File: src/dsl_params.svh
`ifndef DSL_PARAMS_SVH
`define DSL_PARAMS_SVH

// Clock and timing
`define DSL_CLK_PERIOD_PS   25000
`define DSL_ACK_DELAY_NS    500
`define DSL_BAD_DELAY_NS    450
`define DSL_PULSE_US        1
`define DSL_ACK_DELAY_CYC   ((`DSL_ACK_DELAY_NS * 1000 + `DSL_CLK_PERIOD_PS - 1) / `DSL_CLK_PERIOD_PS)
`define DSL_BAD_DELAY_CYC   ((`DSL_BAD_DELAY_NS * 1000 + `DSL_CLK_PERIOD_PS - 1) / `DSL_CLK_PERIOD_PS)
`define DSL_PULSE_CYC       ((`DSL_PULSE_US * 1000000 + `DSL_CLK_PERIOD_PS - 1) / `DSL_CLK_PERIOD_PS)

// Register byte offsets
`define DSL_OFS_CTRL        4'h0
`define DSL_OFS_STATUS      4'h4
`define DSL_OFS_IRQ_STAT    4'h8
`define DSL_OFS_IRQ_MASK    4'hC

// Control fields
`define DSL_CTRL_NOTICE_BIT  0
`define DSL_CTRL_INTCOMP_BIT 1
`define DSL_CTRL_DENSITY_BIT 2
`define DSL_CTRL_RESET       3'h0

// Interrupt event fields
`define DSL_EV_ACCEPT_BIT   0
`define DSL_EV_BAD_BIT      1
`define DSL_EV_FAIL_BIT     2
`define DSL_EV_WIDTH        3

`endif

File: src/dsl_pkg.sv
package dsl_pkg;

  typedef enum logic [1:0] {
    DSL_IDLE = 2'b00,
    DSL_WAIT = 2'b01,
    DSL_ACC  = 2'b10,
    DSL_BAD  = 2'b11
  } dsl_state_e;

  typedef logic [5:0] dsl_cnt_t;

endpackage

File: src/dsl_line_drivers.sv
// The address map and the Avalon-MM slave port were chosen for this implementation.
`timescale 1ns/1ps
`include "dsl_params.svh"
// Operation
// - Seek accept pulse lasts one microsecond
// - Seek reply and notice outputs gated by selection and loaded heads
// - Valid address sets accept flip-flop at seek
// - Internal accept starts 500 ns after strobe
// - Rejected address gives latched bad-cylinder reply
// - Over-range address clears accept flip-flop
// - Internal bad-cylinder starts 450 ns after strobe
// - Notice output formed from bad, accept, ready
// - Notice driven only with option fitted
// - Access-ready needs four internal conditions
// - Access-ready line means ready, no seek
// - Access-ready blocked by write fault flag
// - Interrupt option drops selection qualifier
// - Seek-failed line gated like access-ready
// - Density line is selected and heads unloaded
module dsl_line_drivers (
  // Clock and reset
  input  wire logic        MCLK,
  input  wire logic        RSTN,
  // Avalon-MM slave
  input  wire logic [3:0]  AVS_ADDRESS,
  input  wire logic        AVS_READ,
  input  wire logic        AVS_WRITE,
  input  wire logic [31:0] AVS_WRITEDATA,
  output logic      [31:0] AVS_READDATA,
  output logic             AVS_WAITREQUEST,
  // Interrupt
  output logic             IRQ,
  // Cable and internal status inputs
  input  wire logic        ADDR_STROBE,
  input  wire logic        ADDR_VALID,
  input  wire logic        DRIVE_SELECTED,
  input  wire logic        HEADS_LOADED,
  input  wire logic        SEEK_FAILED_INTERNAL,
  input  wire logic        FILE_READY,
  input  wire logic        SEEK_FF_SET,
  input  wire logic        CARRIAGE_FF2_SET,
  input  wire logic        WRITE_FAULT,
  // Lines to the controller
  output logic             SEEK_ACCEPT_PULSE,
  output logic             BAD_CYLINDER_REPLY,
  output logic             ACCESS_OK_LINE,
  output logic             SEEK_FAILED_LINE,
  output logic             NOTICE_LINE,
  output logic             DENSITY_ID_LINE
);
  import dsl_pkg::*;

  localparam dsl_cnt_t ACK_LAST   = dsl_cnt_t'(`DSL_ACK_DELAY_CYC - 1);
  localparam dsl_cnt_t BAD_LAST   = dsl_cnt_t'(`DSL_BAD_DELAY_CYC - 1);
  localparam dsl_cnt_t PULSE_LAST = dsl_cnt_t'(`DSL_PULSE_CYC - 1);

  ////////////////////////////////////////////////////////////////////////
  // Seek answer sequencer

  dsl_state_e state_r, state_nxt;
  dsl_cnt_t   cnt_r, cnt_nxt;
  logic       strobe_d_r, accept_ff_r, accept_ff_nxt;
  logic       bad_latch_r, bad_latch_nxt;
  logic       strobe_rise;
  logic       accept_int, bad_int;

  assign strobe_rise = ADDR_STROBE & ~strobe_d_r;
  assign accept_int  = (state_r == DSL_ACC);
  assign bad_int     = (state_r == DSL_BAD);

  always_comb begin
    state_nxt     = state_r;
    cnt_nxt       = cnt_r;
    accept_ff_nxt = accept_ff_r;
    bad_latch_nxt = bad_latch_r;
    // Strobes outside idle are ignored
    case (state_r)
      DSL_IDLE: begin
        if (strobe_rise) begin
          state_nxt     = DSL_WAIT;
          cnt_nxt       = '0;
          accept_ff_nxt = ADDR_VALID;
          bad_latch_nxt = 1'b0;
        end
      end
      DSL_WAIT: begin
        cnt_nxt = cnt_r + 6'h01;
        if (~accept_ff_r && cnt_r == BAD_LAST) begin
          state_nxt = DSL_BAD;
          cnt_nxt   = '0;
        end else if (accept_ff_r && cnt_r == ACK_LAST) begin
          state_nxt = DSL_ACC;
          cnt_nxt   = '0;
        end
      end
      DSL_ACC, DSL_BAD: begin
        cnt_nxt = cnt_r + 6'h01;
        if (state_r == DSL_BAD) begin
          bad_latch_nxt = 1'b1;
        end
        if (cnt_r == PULSE_LAST) begin
          state_nxt = DSL_IDLE;
          cnt_nxt   = '0;
        end
      end
      default: begin
        state_nxt = DSL_IDLE;
        cnt_nxt   = '0;
      end
    endcase
  end

  always_ff @(posedge MCLK or negedge RSTN) begin
    if (!RSTN) begin
      state_r     <= DSL_IDLE;
      cnt_r       <= '0;
      strobe_d_r  <= 1'b0;
      accept_ff_r <= 1'b0;
      bad_latch_r <= 1'b0;
    end else begin
      state_r     <= state_nxt;
      cnt_r       <= cnt_nxt;
      strobe_d_r  <= ADDR_STROBE;
      accept_ff_r <= accept_ff_nxt;
      bad_latch_r <= bad_latch_nxt;
    end
  end

  ////////////////////////////////////////////////////////////////////////
  // Line drivers

  logic [2:0] ctrl_r, ctrl_nxt;
  logic       gate, ready_gate, access_ok_int, notice_raw;
  logic       accept_line_nxt, bad_line_nxt, ok_line_nxt, fail_line_nxt;
  logic       notice_line_nxt, density_nxt;

  assign gate          = DRIVE_SELECTED & HEADS_LOADED;
  assign access_ok_int = ~SEEK_FAILED_INTERNAL & FILE_READY
                         & ~SEEK_FF_SET & ~CARRIAGE_FF2_SET;
  assign notice_raw    = ~accept_int & (bad_int | ~access_ok_int);

  always_comb begin
    ready_gate      = ctrl_r[`DSL_CTRL_INTCOMP_BIT] ? 1'b1 : gate;
    accept_line_nxt = gate & accept_int;
    bad_line_nxt    = gate & bad_latch_r;
    ok_line_nxt     = ready_gate & access_ok_int & ~WRITE_FAULT;
    fail_line_nxt   = ready_gate & SEEK_FAILED_INTERNAL;
    notice_line_nxt = ctrl_r[`DSL_CTRL_NOTICE_BIT] & gate
                      & notice_raw;
    density_nxt     = ctrl_r[`DSL_CTRL_DENSITY_BIT] & DRIVE_SELECTED
                      & ~HEADS_LOADED;
  end

  always_ff @(posedge MCLK or negedge RSTN) begin
    if (!RSTN) begin
      SEEK_ACCEPT_PULSE  <= 1'b0;
      BAD_CYLINDER_REPLY <= 1'b0;
      ACCESS_OK_LINE     <= 1'b0;
      SEEK_FAILED_LINE   <= 1'b0;
      NOTICE_LINE        <= 1'b0;
      DENSITY_ID_LINE    <= 1'b0;
    end else begin
      SEEK_ACCEPT_PULSE  <= accept_line_nxt;
      BAD_CYLINDER_REPLY <= bad_line_nxt;
      ACCESS_OK_LINE     <= ok_line_nxt;
      SEEK_FAILED_LINE   <= fail_line_nxt;
      NOTICE_LINE        <= notice_line_nxt;
      DENSITY_ID_LINE    <= density_nxt;
    end
  end

  ////////////////////////////////////////////////////////////////////////
  // Avalon-MM slave and interrupts

  logic [`DSL_EV_WIDTH-1:0] istat_r, istat_nxt, imask_r, imask_nxt, events;
  logic [31:0]              rdata_nxt;
  logic                     wait_nxt, irq_nxt, fail_d_r, take_wr;

  function automatic logic hit(input logic [3:0] adr, input logic [3:0] ofs);
    hit = (adr == ofs);
  endfunction

  assign take_wr = AVS_WRITE & ~AVS_WAITREQUEST;
  assign events  = {SEEK_FAILED_INTERNAL & ~fail_d_r,
                    state_nxt == DSL_BAD && state_r != DSL_BAD,
                    state_nxt == DSL_ACC && state_r != DSL_ACC};

  always_comb begin
    wait_nxt  = ~((AVS_READ | AVS_WRITE) & AVS_WAITREQUEST);
    ctrl_nxt  = ctrl_r;
    imask_nxt = imask_r;
    istat_nxt = istat_r;
    rdata_nxt = AVS_READDATA;
    if (take_wr && hit(AVS_ADDRESS, `DSL_OFS_CTRL)) begin
      ctrl_nxt = AVS_WRITEDATA[2:0];
    end
    if (take_wr && hit(AVS_ADDRESS, `DSL_OFS_IRQ_MASK)) begin
      imask_nxt = AVS_WRITEDATA[`DSL_EV_WIDTH-1:0];
    end
    if (take_wr && hit(AVS_ADDRESS, `DSL_OFS_IRQ_STAT)) begin
      istat_nxt = istat_r & ~AVS_WRITEDATA[`DSL_EV_WIDTH-1:0];
    end
    // Set wins over a same-cycle clear
    istat_nxt = istat_nxt | events;
    irq_nxt   = |(istat_nxt & imask_nxt);
    if (AVS_READ && AVS_WAITREQUEST) begin
      rdata_nxt = 32'h0000_0000;
      if (hit(AVS_ADDRESS, `DSL_OFS_CTRL)) begin
        rdata_nxt[2:0] = ctrl_r;
      end
      if (hit(AVS_ADDRESS, `DSL_OFS_STATUS)) begin
        rdata_nxt[6:0] = {access_ok_int, bad_latch_r, accept_ff_r,
                          bad_int, accept_int, state_r};
      end
      if (hit(AVS_ADDRESS, `DSL_OFS_IRQ_STAT)) begin
        rdata_nxt[`DSL_EV_WIDTH-1:0] = istat_r;
      end
      if (hit(AVS_ADDRESS, `DSL_OFS_IRQ_MASK)) begin
        rdata_nxt[`DSL_EV_WIDTH-1:0] = imask_r;
      end
    end
  end

  always_ff @(posedge MCLK or negedge RSTN) begin
    if (!RSTN) begin
      ctrl_r          <= `DSL_CTRL_RESET;
      imask_r         <= '0;
      istat_r         <= '0;
      fail_d_r        <= 1'b0;
      AVS_READDATA    <= 32'h0000_0000;
      AVS_WAITREQUEST <= 1'b1;
      IRQ             <= 1'b0;
    end else begin
      ctrl_r          <= ctrl_nxt;
      imask_r         <= imask_nxt;
      istat_r         <= istat_nxt;
      fail_d_r        <= SEEK_FAILED_INTERNAL;
      AVS_READDATA    <= rdata_nxt;
      AVS_WAITREQUEST <= wait_nxt;
      IRQ             <= irq_nxt;
    end
  end
endmodule

File: config.mk
export PLATFORM = sky130hd
export DESIGN_NAME = dsl_line_drivers
export DESIGN_NICKNAME = d
export VERILOG_FILES = /design/src/dsl_pkg.sv /design/src/dsl_line_drivers.sv
export VERILOG_INCLUDE_DIRS = /design/src
export SDC_FILE = /design/constraint.sdc
export NUM_CORES = 1
export LEC_CHECK = 0
export ABC_AREA = 0
export BUFFER_PORTS_ARGS = -buffer_cell sky130_fd_sc_hd__clkbuf_2
export CAP_MARGIN = 20
export CORE_ASPECT_RATIO = 0.75
export CORE_UTILIZATION = 50
export CTS_BUF_LIST = sky130_fd_sc_hd__clkbuf_2
export DETAILED_ROUTE_END_ITERATION = 10
export GPL_ROUTABILITY_DRIVEN = 0
export PLACE_DENSITY = 0.85
export SYNTH_ARGS = -nofsm -noshare
export SYNTH_HDL_FRONTEND = slang
export SYNTH_SLANG_ARGS = --single-unit
File: constraint.sdc
create_clock -name MCLK -period 4.31 [get_ports MCLK]
set_input_delay 0.431 -clock MCLK [delete_from_list [all_inputs] [get_ports MCLK]]
set_output_delay 0.431 -clock MCLK [all_outputs]
set_load 0.02 [all_outputs]
==> impl_metrics.ini <==
[yosys]
synth_seq_cells = 36
postSynth.asyncResetShare = 1.00
number_of_flops_mapped_to_enable_cells_by_yosys = 0
syn-mean-instance-area_um2 = 10.2
count_of_mapped_cells_out_of_synthesis = 187
synth_area_um2 = 1920
yosysWarnings = 0
synth_flop_cell = sky130_fd_sc_hd__dfrtp_1
yosysUniqueCellTypes = 41
synth_sequential_area_ratio = 0.471

[setup_path]
critical_path.top_delay_family = compound AO/OA/AOI/OAI gates
worst-r2r-cell-count = 7
critical-path-max-stage-delay_ps = 470
crit_path_end_kind = register
startpoint_type = register
cell_chain_critical_path = inv_1 -> ha_1 -> nor2_1 -> a41o_1 -> a222oi_1 -> or3b_1 -> o221ai_2
critical_path.slowest_cell = sky130_fd_sc_hd__dfrtp_1
category_of_the_most_critical_setup_path = register to register
critical_path_buf_inv_count = 1
cp_num_cells = 7
path_max_fanout = 6
arrival_ps = 2590
worst-endpoint-required_ps = 4630

[sta]
tightest_slew_ps = 859
report.final.hold_viol_count = 0
clock_skew_ps = 6.95
timing.max_slew.rel_slack = 0.427
report.final.slew_viol_count = 0
period_needed_ps = 2270
setup_ws_ps = 2040
final.setup.tns_ps = 0
final.period_utilization = 0.526
rsz0062_at_grt = no
setup_violations = 0
fmaxAchievable_ghz = 0.441

[cts]
cts.clk_slew.worst_paths_ps = 170
h-tree-depth = 2
worstSkewPairLatency_ps = 390
cts.repair.resized = 0
clock_sinks = 36
cts_tree = yes
max-clock-path-buffers = 2
cts_setup_buffers = 0
cts_buffers = 5
cts.root.buffer_cell = sky130_fd_sc_hd__clkbuf_2
cts.hold.buffers_added = 0

[routing]
drt-initial-drc-count = 62
drt_first_pass_iters = 4
antenna_violating_nets_post_route = 0
drc_errors_left = 0
vias_cell = 4.96
route.detailed.wl_per_inst_um = 12.4
dr_total_vias = 1370
total_wirelength_mm = 3.41

[global_route]
grt_overflow = 0
grt.total_usage = 0.189
first_global_vias = 1209
wire_length_of_the_first_global_routing_pass_mm = 5.70
grt_max_degree = 37
grt_antenna_before_repair = 0

[worst_hold_path]
hold_path.class = input port to async pin

[run]
timing.max_cap.violations = 0

[cells_and_area]
syn2layout_area_growth_pct = 8.43
num_antenna_cells = 0
layout.cells.most_common = sky130_fd_sc_hd__clkbuf_2
filler_cell_count = 335
nNetsFinal = 278
leading_cell_types_in_the_layout_fill_and_taps_excluded = sky130_fd_sc_hd__clkbuf_2, sky130_fd_sc_hd__dfrtp_1, sky130_fd_sc_hd__conb_1
post_route_cells_drive_above_1_share = 0.246

[floorplan]
initial_standard_cell_utilization_of_the_core = 0.523
die_width_um = 73.5
core.rowCount = 19
pin_count = 89
core_um2 = 3660
dieArea_um2 = 4090
dieHeight_um = 55.6

[placement]
place_hpwl_mm = 2.60
pre_cts_slack_ps = 2080
port_buffers = 34

[power]
power_leakage_uw = 0.00106
worst_ir_drop_vdd_uv = 160
powerDensity_nw_per_um2 = 395

[status]
status = completed
## metal layers
layer | wire length (um) | global-route usage | up-vias
li1 | - | - | 665
met1 | 1660 | 0.273 | 651
met2 | 1490 | 0.262 | 49
met3 | 199 | 0.0580 | 5
met4 | 55 | 0.0742 | 0
met5 | 0 | 0 | -
## state kept, by name, indices dropped and copies added (netlist names), 2 cells and up
name and cells:
AVS_READDATA 7, cnt_r 6, ctrl_r 3, imask_r 3, istat_r 3, state_r 2
## final timing paths
kind / from / to / slack (ps)
setup / recovery: state_r[0]$_DFF_PN0_ / IRQ$_DFF_PN0_ / 2040
hold / removal: RSTN / cnt_r[3]$_DFFE_PN0P_ / 120
setup reg to reg: state_r[0]$_DFF_PN0_ / IRQ$_DFF_PN0_ / 2040
hold reg to reg: AVS_READDATA[2]$_DFFE_PN0P_ / AVS_READDATA[2]$_DFFE_PN0P_ / 500
max in group asynchronous: RSTN / ctrl_r[2]$_DFFE_PN0P_ / 3660
min in group MCLK: ADDR_STROBE / strobe_d_r$_DFF_PN0_ / 140
## Yosys cell counts, drive strengths merged, types with 3 or more instances
library cell,instances,area (um^2)
dfrtp,35,876
buf,25,188
nand2,20,75.1
o21ai,15,75.1
nor2,13,48.8
inv,9,33.8
mux2i,8,80.1
ha,6,75.1
mux2,5,56.3
nand3,5,25.0
clkbuf,4,15.0
a21oi,3,15.0
and3,3,18.8
nor2b,3,18.8
o22a,3,26.3
## through the flow
step           power, uW  area (um^2)  hold WS (ps)  std cells  utilization
2_1_floorplan        623         2010           135        211            -
3_3_place_gp         664         2040           458        268        0.557
3_5_place_dp         676         2040           469        268        0.557
4_1_cts              826         2080           129        276        0.567
5_1_grt              883         2080           123        276        0.567
6_report             821         2080           118        276        0.567
## kinds of logic after synthesis
kind of cell	Yosys count	synth area share
and+or+nand+nor	53	0.142
AOI/OAI and AO/OA	38	0.142
buffers and inverters	38	0.123
DFF	36	0.471
muxes	13	0.0712
adders and majority gates	6	0.0392
xor gates and xnor gates	2	0.00915
other	1	0.00196
## report_power, final
group	leakage (uW)	internal, uW	switching (uW)
Sequential	0.000472	385	43.0
Combinational	0.000553	95.0	147
Clock	0.0000306	43.4	108
Total	0.00106	524	298
## layout make-up
type | count | area [um^2] | share of cell area
timing repair buffer | 34 | 170 | 0.0819
multi-input combinational | 137 | 867 | 0.417
clock inverter | 1 | 3.75 | 0.00181
tap | 52 | 65.1 | 0.0313
sequential | 36 | 902 | 0.434
inverter | 9 | 33.8 | 0.0163
clock buffer | 7 | 35.0 | 0.0169
No activity file was read; power rests on OpenSTA's default activity.
